### config.mk
export PLATFORM = sky130hd
export DESIGN_NAME = adcc_top
export DESIGN_NICKNAME = d
export VERILOG_FILES = /design/src/logic/adcc_pkg.sv /design/src/logic/adcc_conv_if.sv /design/src/logic/adcc_clkgen.sv /design/src/logic/adcc_sar.sv /design/src/logic/adcc_top.sv
export SDC_FILE = /design/constraint.sdc
export NUM_CORES = 1
export LEC_CHECK = 0
export BUFFER_PORTS_ARGS = -buffer_cell sky130_fd_sc_hd__buf_2
export CAP_MARGIN = 20
export CORE_MARGIN = 3
export CORE_UTILIZATION = 39
export DETAILED_ROUTE_END_ITERATION = 12
export PLACE_DENSITY = 0.69
export SYNTH_ARGS = -nofsm -noshare
export SYNTH_HDL_FRONTEND = slang
export SYNTH_SLANG_ARGS = --single-unit
### constraint.sdc
create_clock -name clk_in -period 4.2 [get_ports clk_in]
set_input_delay 1.26 -clock clk_in [delete_from_list [all_inputs] [get_ports clk_in]]
set_output_delay 1.26 -clock clk_in [all_outputs]
set_load 0.05 [all_outputs]
### src/logic/adcc_pkg.sv
// Behaviour
// - select codes 00000-01111 route external pins zero to fifteen in order
// - each external channel has its own pin enable bit handing the pin over
// - codes 10000-10101 are tied to the low reference internally
// - reserved codes 10110-11001 and 11100 still convert, result undefined
// - conversion clock chosen from bus, half bus, local async or alternate clock
// - conversion clock from any of the four sources is divided by the divide select ratio
// - alternate clock works in wait but never clocks conversions in deep stop
// - hardware trigger from periodic counter overflow at the rate select period
// - trigger on the first overflow, then on every second overflow after it
// - trigger counter runs on reference clock or 1 kHz; only 1 kHz in stop
// - each sample resolved by linear successive approximation to 10 bits
// - result right-justified in ten-bit or eight-bit format as configured
// - single or continuous conversion; single returns to idle by itself, or to armed when hardware trigger is enabled
// - automatic compare against a value, less-than or greater-or-equal sense
// - conversion complete flag with a matching interrupt request
// - pin enable bits are held in exactly two pin control registers
// - control write aborts current conversion and starts anew (arms instead with hardware trigger) unless all ones
// - all-ones select turns converter off with no extra conversion
package adcc_pkg;
    localparam int CLK_HZ = 20_000_000;
    localparam int SLOW_SRC_HZ = 1000;
    localparam int SLOW_DIV_CYC = CLK_HZ / SLOW_SRC_HZ;
    localparam int RES_BITS = 10;
    localparam logic [4:0] CH_PIN_LAST = 5'h0f;
    localparam logic [4:0] CH_TIE_FIRST = 5'h10;
    localparam logic [4:0] CH_TIE_LAST = 5'h15;
    localparam logic [4:0] CH_RSV_FIRST = 5'h16;
    localparam logic [4:0] CH_RSV_LAST = 5'h19;
    localparam logic [4:0] CH_TEMP = 5'h1a;
    localparam logic [4:0] CH_BGAP = 5'h1b;
    localparam logic [4:0] CH_RSV_LONE = 5'h1c;
    localparam logic [4:0] CH_REFH = 5'h1d;
    localparam logic [4:0] CH_REFL = 5'h1e;
    localparam logic [4:0] CH_OFF = 5'h1f;
    localparam logic [4:0] CH_RST = 5'h1f;
    localparam logic [9:0] RESULT_RST = 10'h000;
    localparam logic [9:0] SAR_MSB = 10'h200;
    localparam logic [1:0] SETTLE_CYC = 2'h3;
    localparam logic [10:0] RATE_BASE_TICKS = 11'h010;
    typedef enum logic [1:0] {CKS_BUS, CKS_BUS_HALF, CKS_ASYNC, CKS_ALT} adcc_clksrc_e;
    typedef enum logic [1:0] {ST_IDLE, ST_ARMED, ST_CONV} adcc_state_e;

    // eight-bit mode keeps the upper eight result bits, right-justified
    function automatic logic [9:0] adcc_fmt(input logic [9:0] res, input logic mode8);
        adcc_fmt = mode8 ? {2'h0, res[9:2]} : res;
    endfunction

    // inclusive range check on a select code
    function automatic logic adcc_in_range(input logic [4:0] ch, input logic [4:0] lo,
                                           input logic [4:0] hi);
        adcc_in_range = (ch >= lo) && (ch <= hi);
    endfunction
endpackage

### src/logic/adcc_conv_if.sv
// link between sequencer, clock generator and approximation engine
interface adcc_conv_if;
    logic tick;
    logic start;
    logic abort;
    logic busy;
    logic done;
    logic [9:0] result;
    modport gen (output tick);
    modport sar (input tick, input start, input abort, output busy, output done, output result);
    modport ctl (input tick, output start, output abort, input busy, input done, input result);
endinterface

### src/logic/adcc_clkgen.sv
module adcc_clkgen
    import adcc_pkg::*;
(
    input wire logic clk_in,
    input wire logic rst_n_in,
    input wire logic clk_en_in,
    input wire logic async_clk_in,
    input wire logic alt_clk_in,
    input wire logic [1:0] clk_src_in,
    input wire logic [1:0] clk_div_in,
    input wire logic deep_stop_in,
    input wire logic run_ok_in,
    output logic alt_edge_out,
    adcc_conv_if.gen conv
);
    logic [2:0] async_sync;
    logic [2:0] alt_sync;
    logic half;
    logic [2:0] div_cnt;
    logic base_tick;
    wire async_edge = async_sync[1] & ~async_sync[2];
    wire [2:0] div_last = 3'((4'h1 << clk_div_in) - 4'h1);

    // synchronise outside clocks, bus half-rate toggle, divider
    always_ff @(posedge clk_in or negedge rst_n_in) begin
        if (!rst_n_in) begin
            async_sync <= 3'h0;
            alt_sync <= 3'h0;
            half <= 1'b0;
            div_cnt <= 3'h0;
        end else if (clk_en_in) begin
            async_sync <= {async_sync[1:0], async_clk_in};
            alt_sync <= {alt_sync[1:0], alt_clk_in};
            half <= ~half;
            if (base_tick) begin
                div_cnt <= conv.tick ? 3'h0 : div_cnt + 3'h1;
            end
        end
    end

    assign alt_edge_out = alt_sync[1] & ~alt_sync[2];

    // source select; four sources, alternate blocked in deep stop
    always_comb begin
        unique case (adcc_clksrc_e'(clk_src_in))
            CKS_BUS: base_tick = run_ok_in;
            CKS_BUS_HALF: base_tick = run_ok_in & half;
            CKS_ASYNC: base_tick = run_ok_in & async_edge;
            CKS_ALT: base_tick = run_ok_in & alt_edge_out & ~deep_stop_in;
        endcase
    end

    assign conv.tick = base_tick & (div_cnt == div_last);
endmodule

### src/logic/adcc_sar.sv
module adcc_sar
    import adcc_pkg::*;
(
    input wire logic clk_in,
    input wire logic rst_n_in,
    input wire logic clk_en_in,
    input wire logic cmp_in,
    output logic [9:0] dac_code_out,
    output logic sample_out,
    adcc_conv_if.sar conv
);
    logic [9:0] mask;
    logic [1:0] settle;
    logic [1:0] cmp_sync;
    wire step = conv.busy & conv.tick & (settle == 2'h0);
    // comparator high keeps the trial bit
    wire [9:0] kept = cmp_sync[1] ? dac_code_out : (dac_code_out & ~mask);

    // linear successive approximation, one bit per settled tick
    always_ff @(posedge clk_in or negedge rst_n_in) begin
        if (!rst_n_in) begin
            cmp_sync <= 2'h0;
            conv.busy <= 1'b0;
            conv.done <= 1'b0;
            conv.result <= RESULT_RST;
            dac_code_out <= RESULT_RST;
            sample_out <= 1'b0;
            mask <= SAR_MSB;
            settle <= 2'h0;
        end else if (clk_en_in) begin
            cmp_sync <= {cmp_sync[0], cmp_in};
            // a start or abort in the last step cycle drops the done pulse
            conv.done <= step & ~sample_out & mask[0] & ~conv.start & ~conv.abort;
            if (settle != 2'h0) begin
                settle <= settle - 2'h1;
            end
            if (conv.start) begin
                conv.busy <= 1'b1;
                sample_out <= 1'b1;
                dac_code_out <= RESULT_RST;
                mask <= SAR_MSB;
                settle <= 2'h0;
            end else if (conv.abort) begin
                conv.busy <= 1'b0;
                sample_out <= 1'b0;
            end else if (step && sample_out) begin
                sample_out <= 1'b0;
                dac_code_out <= mask;
                settle <= SETTLE_CYC;
            end else if (step && mask[0]) begin
                conv.busy <= 1'b0;
                conv.result <= kept;
                dac_code_out <= kept;
            end else if (step) begin
                dac_code_out <= kept | (mask >> 1);
                mask <= mask >> 1;
                settle <= SETTLE_CYC;
            end
        end
    end
endmodule

### src/logic/adcc_top.sv
module adcc_top
    import adcc_pkg::*;
#(
    parameter int SLOW_DIV = SLOW_DIV_CYC
) (
    input wire logic clk_in,
    input wire logic rst_n_in,
    input wire logic clk_en_in,
    input wire logic ctrl_wr_in,
    input wire logic [4:0] channel_select_field_in,
    input wire logic cont_conv_in,
    input wire logic int_en_in,
    input wire logic result_rd_in,
    input wire logic hw_trig_en_in,
    input wire logic cmp_en_in,
    input wire logic cmp_ge_in,
    input wire logic [9:0] cmp_val_in,
    input wire logic mode8_in,
    input wire logic [1:0] clk_src_in,
    input wire logic [1:0] clock_divide_select_in,
    input wire logic [7:0] analog_pin_ctrl_low_in,
    input wire logic [7:0] analog_pin_ctrl_high_in,
    input wire logic async_clk_in,
    input wire logic alternate_conv_clock_in,
    input wire logic wake_src_ext_in,
    input wire logic [2:0] periodic_rate_select_in,
    input wire logic wait_mode_in,
    input wire logic deep_stop_in,
    input wire logic low_volt_detect_enable_in,
    input wire logic low_volt_detect_stop_enable_in,
    input wire logic cmp_in,
    output logic [15:0] pin_grant_out,
    output logic [15:0] ext_pin_sel_out,
    output logic ref_low_sel_out,
    output logic ref_high_sel_out,
    output logic temp_sel_out,
    output logic bandgap_sel_out,
    output logic reserved_sel_out,
    output logic converter_on_out,
    output logic [9:0] dac_code_out,
    output logic sample_out,
    output logic busy_out,
    output logic [9:0] result_out,
    output logic conversion_done_flag_out,
    output logic irq_out,
    output logic hw_conversion_trigger_out
);
    adcc_conv_if conv ();

    adcc_state_e state;
    adcc_state_e next_state;
    logic [4:0] ch;
    logic [14:0] slow_cnt;
    logic [10:0] wake_cnt;
    logic wake_level;

    // deep stop conversions only with both detect enables (software duty)
    // stop qualification
    wire run_ok = ~deep_stop_in | (low_volt_detect_enable_in & low_volt_detect_stop_enable_in);
    wire alt_edge;

    adcc_clkgen u_clkgen (
        .clk_in(clk_in),
        .rst_n_in(rst_n_in),
        .clk_en_in(clk_en_in),
        .async_clk_in(async_clk_in),
        .alt_clk_in(alternate_conv_clock_in),
        .clk_src_in(clk_src_in),
        .clk_div_in(clock_divide_select_in),
        .deep_stop_in(deep_stop_in),
        .run_ok_in(run_ok),
        .alt_edge_out(alt_edge),
        .conv(conv.gen)
    );

    adcc_sar u_sar (
        .clk_in(clk_in),
        .rst_n_in(rst_n_in),
        .clk_en_in(clk_en_in),
        .cmp_in(cmp_in),
        .dac_code_out(dac_code_out),
        .sample_out(sample_out),
        .conv(conv.sar)
    );

    // channel decode of the held select code
    // external pins 0-15
    wire ch_pin = (ch <= CH_PIN_LAST);
    // unimplemented codes tied low, explicit low reference
    wire ch_low = adcc_in_range(ch, CH_TIE_FIRST, CH_TIE_LAST) | (ch == CH_REFL);
    wire ch_rsv = adcc_in_range(ch, CH_RSV_FIRST, CH_RSV_LAST) | (ch == CH_RSV_LONE);
    // all ones switches the converter off
    wire wr_off = (channel_select_field_in == CH_OFF);

    // slow source divider, nominal 1 kHz tick
    wire slow_tick = (slow_cnt == 15'(SLOW_DIV - 1));
    // reference clock stops in deep stop, slow source keeps running
    wire wake_tick = wake_src_ext_in ? (alt_edge & ~deep_stop_in) : slow_tick;
    // overflow period set by rate select
    wire [10:0] wake_last = 11'((RATE_BASE_TICKS << periodic_rate_select_in) - 11'h001);
    wire wake_ovf = wake_tick & (wake_cnt == wake_last);
    // trigger on rising counter output: first overflow, then every second
    wire hw_trig = wake_ovf & ~wake_level;

    // periodic counter for the hardware trigger
    always_ff @(posedge clk_in or negedge rst_n_in) begin
        if (!rst_n_in) begin
            slow_cnt <= 15'h0000;
            wake_cnt <= 11'h000;
            wake_level <= 1'b0;
        end else if (clk_en_in) begin
            slow_cnt <= slow_tick ? 15'h0000 : slow_cnt + 15'h0001;
            if (wake_tick) begin
                wake_cnt <= wake_ovf ? 11'h000 : wake_cnt + 11'h001;
            end
            if (wake_ovf) begin
                wake_level <= ~wake_level;
            end
        end
    end

    assign hw_conversion_trigger_out = hw_trig;

    // result formatting and compare
    // ten or eight bit right-justified
    wire [9:0] res_fmt = adcc_fmt(conv.result, mode8_in);
    wire cmp_true = cmp_ge_in ? (res_fmt >= cmp_val_in) : (res_fmt < cmp_val_in);
    wire flag_set = conv.done & (~cmp_en_in | cmp_true);
    wire flag_clr = ctrl_wr_in | result_rd_in;

    // conversion sequencer
    always_comb begin
        next_state = state;
        conv.start = 1'b0;
        conv.abort = 1'b0;
        unique case (state)
            ST_IDLE: begin
                next_state = ST_IDLE;
            end
            // armed conversion waits for a trigger
            ST_ARMED: begin
                if (hw_trig && run_ok) begin
                    conv.start = 1'b1;
                    next_state = ST_CONV;
                end
            end
            // continuous restarts, single returns by itself
            ST_CONV: begin
                if (conv.done && cont_conv_in) begin
                    conv.start = 1'b1;
                end else if (conv.done) begin
                    next_state = hw_trig_en_in ? ST_ARMED : ST_IDLE;
                end
            end
        endcase
        if (ctrl_wr_in) begin
            conv.abort = 1'b1;
            conv.start = 1'b0;
            if (wr_off) begin
                next_state = ST_IDLE;
            end else if (hw_trig_en_in) begin
                next_state = ST_ARMED;
            end else begin
                conv.start = 1'b1;
                next_state = ST_CONV;
            end
        end
    end

    // state, held select code, result and flag
    always_ff @(posedge clk_in or negedge rst_n_in) begin
        if (!rst_n_in) begin
            state <= ST_IDLE;
            ch <= CH_RST;
            result_out <= RESULT_RST;
            conversion_done_flag_out <= 1'b0;
        end else if (clk_en_in) begin
            state <= next_state;
            if (ctrl_wr_in) begin
                ch <= channel_select_field_in;
            end
            if (flag_set) begin
                result_out <= res_fmt;
            end
            // set wins over a clearing write or read
            conversion_done_flag_out <= flag_set | (conversion_done_flag_out & ~flag_clr);
        end
    end

    // routing outputs registered from the held code, pin grants from pin control
    always_ff @(posedge clk_in or negedge rst_n_in) begin
        if (!rst_n_in) begin
            pin_grant_out <= 16'h0000;
            ext_pin_sel_out <= 16'h0000;
            ref_low_sel_out <= 1'b0;
            ref_high_sel_out <= 1'b0;
            temp_sel_out <= 1'b0;
            bandgap_sel_out <= 1'b0;
            reserved_sel_out <= 1'b0;
            converter_on_out <= 1'b0;
        end else if (clk_en_in) begin
            // one enable per pin, two pin control registers
            pin_grant_out <= {analog_pin_ctrl_high_in, analog_pin_ctrl_low_in};
            ext_pin_sel_out <= ch_pin ? (16'h0001 << ch[3:0]) : 16'h0000;
            ref_low_sel_out <= ch_low;
            ref_high_sel_out <= (ch == CH_REFH);
            temp_sel_out <= (ch == CH_TEMP);
            bandgap_sel_out <= (ch == CH_BGAP);
            reserved_sel_out <= ch_rsv;
            converter_on_out <= (ch != CH_OFF);
        end
    end

    assign busy_out = conv.busy;
    assign irq_out = conversion_done_flag_out & int_en_in;
endmodule

==> impl_metrics.yaml <==
clocking:
  cts_made_buffers: 17
  ctsResizeCount: 0
  htree_levels: 4
  cts.sinks: 130
  cts_tree: "done"
  clk_pin_slew_ps: 60
  clockRootBuffer: "clkbuf_16"
  clk_latency_ps: 420
  holdBufCountCts: 0
  postCtsSetupRepairBufs: 0
  clock_path_buffers: 2
placement:
  io_buffers: 118
  gp_congestion: 0.833
  placed_area_um2: 7560
  hpwl_um: 11200
  dp.cells: 959
synth:
  yosysUniqueCellTypes: 62
  async_flop_share_pct: 100
  synth-seq-cells: 130
  syn-num-nets: 721
  synth_common_cells: "124 x dfrtp_1, 56 x mux2_2, 47 x nand2_1"
  synthFlopType: "dfrtp_1"
  yosysWarnings: 0
  synth-edff-count: 0
  syn_area_um2: 6760
  yosysSeqAreaShare_pct: 48.2
  synth_cells: 646
  synth_top_area_cell: "dfrtp_1"
  synth.area.top_cells: "dfrtp_1 46%, mux2_2 9.3%, ha_1 3.3%, nand2_1 2.6%, o2bb2ai_1 2.6%"
  yosysTopAreaCellShare_pct: 45.9
  syn_area_per_cell_um2: 10.5
  yosys.cell_count.top_type: "dfrtp_1"
sta:
  finalSetupViolCount: 0
  whs_ps: 456
  relSlewSlack_pct: 47.0
  hold_viol: 0
  fmax_mhz: 244
  worst_pin_slew_ps: 795
  period_needed_ps: 4100
  tns_ps: 0
  fin_crit_sh_pct: 97.7
  rsz0062_at_grt: "false"
  slew_viol_final: 0
  skew_ps: 8.65
worst_setup_path:
  worst_setup_path_start_kind: "primary input"
  arrival_ps: 2840
  r2r_cells: 7
  cp_max_fo: 10
  setup.worst_path.class: "primary input to output pin"
  crit_required_ps: 2940
  end_kind: "output pin"
power_and_ir_drop:
  clock_power_share_pct: 41.4
  internal-power_mw: 2.46
  p_per_area_nw_per_um2: 432
  switching_share_pct: 30.1
  p_seq_share_pct: 42.7
  p_sw_mw: 1.06
  comb_power_share_pct: 15.9
  p_leak_nw: 3.82
  ir_drop_uv: 269
floorplanning:
  coreArea_um2: 16800
  die_x_um: 138
  start_util_pct: 40.4
  fp-row-count: 47
  dieArea_um2: 19000
  die_y_um: 138
  io_pins: 120
detailed_routing:
  drt_pre_antenna_iters: 5
  drtIter0Drc: 256
  post-route-drc-count: 0
  ant_nets: 0
  drt-total-wl_um: 15600
  drt-vias-per-instance: 5.41
  wl_per_cell_um: 15.7
  vias: 5360
cells_and_area:
  final_layout_size_suffix_gt1_share_pct: 29.8
  design_area_um2: 8150
  post-route-util_pct: 48.6
  final_nets: 833
  synthToLayoutAreaGrowth_pct: 20.4
  fin_cells: 991
  antenna_cells: 0
global_routing:
  grt_pass1_wl_um: 25900
  antenna_found_initial: 1
  first_global_vias: 5131
  grt_use_total_pct: 17.3
  overflow: 0
  grt_max_degree: 70
flow_run:
  drv_cap: 0
hold_path:
  hold_class: "register to register"
  holdPathStages: 1
status:
  run_status: "completed"
-- cells by family after synthesis --
kind of cell	share of synthesized area, %
DFF	48.2
AOI/OAI and AO/OA	15.9
adders and majority gates	3.33
muxes	10.5
and+or+nand+nor	15.6
xor gates and xnor gates	1.81
buffers and inverters	4.68
-- sequential cells by signal, indices dropped and copies added, names as in the netlist, 2 cells and up --
signal and cells:
pin_grant_out 16, u_sar.mask 10, u_sar.settle 2, u_sar.cmp_sync 2, ch 5, ext_pin_sel_out 16, u_clkgen.alt_sync 3, u_sar.conv.result 10
state 2, u_clkgen.div_cnt 3, result_out 10, u_clkgen.async_sync 3, u_sar.dac_code_out 10, slow_cnt 15, wake_cnt 11
-- path summary, 6_finish.rpt --
check | from | endpoint | slack, ps
setup / recovery | periodic_rate_select_in[1] | hw_conversion_trigger_out | 100
hold / removal | u_clkgen.half$_DFFE_PN0P_ | u_clkgen.half$_DFFE_PN0P_ | 460
setup reg to reg | wake_cnt[5]$_DFFE_PN0P_ | u_sar.mask[6]$_DFFE_PN0P_ | 1340
hold reg to reg | u_clkgen.half$_DFFE_PN0P_ | u_clkgen.half$_DFFE_PN0P_ | 460
max in group asynchronous | rst_n_in | u_sar.mask[9]$_DFFE_PN1P_ | 2600
min in group asynchronous | rst_n_in | result_out[6]$_DFFE_PN0P_ | 810
-- stage by stage --
step	setup slack [ps]	total power [mW]
CTS	92.0	3.56
global route	42.4	3.70
finish	98.1	3.52
floorplan	8.41	1.90
global placement	107	2.07
detailed placement	95.0	2.09
-- critical path, cell delays in order --
cell,delay [ps]
buf_2,150
or4_1,560
o22ai_2,140
o2111ai_2,140
a21o_1,220
nor2_4,110
buf_2,270
-- metal layers --
metal / vias to the layer above / global-route usage [%] / wire [um] / part of all wire [%]
met5: - / 0 / 7 / 0.045
met4: 2 / 6.42 / 314 / 2.0
met3: 28 / 4.27 / 973 / 6.3
met2: 160 / 25.8 / 7050 / 45
met1: 2596 / 24.3 / 7210 / 46
li1: 2574 / - / - / -
-- cell type report --
type | count | area, um^2
inverters | 45 | 169
fillers | 1564 | 8610
well taps | 220 | 275
repair buffers | 125 | 662
flip-flops and latches | 130 | 3260
clock inverters | 15 | 159
clock buffers | 17 | 425
multi-input cells | 439 | 3190
-- layout by cell type, fill, tap and decap left out, types with 20 or more instances in the layout --
cell / instances
a21oi_1: 30
buf_2: 117
dfrtp_1: 124
inv_1: 45
mux2_2: 56
nand2_1: 47
nand3_1: 30
nor2_1: 25
o21ai_0: 29
o2bb2ai_1: 20
-- power by group through the flow --
| stage | combinational, mW | sequential, mW | clock, mW |
|---|---|---|---|
| final | 0.560 | 1.50 | 1.46 |
| after global routing | 0.626 | 1.52 | 1.55 |
| after CTS | 0.567 | 1.50 | 1.49 |
| after detailed placement | 0.566 | 1.52 | 0 |
| after global placement | 0.554 | 1.52 | 0 |
| after floorplan | 0.304 | 1.60 | 0 |
Power figures use the tool's default switching activity.
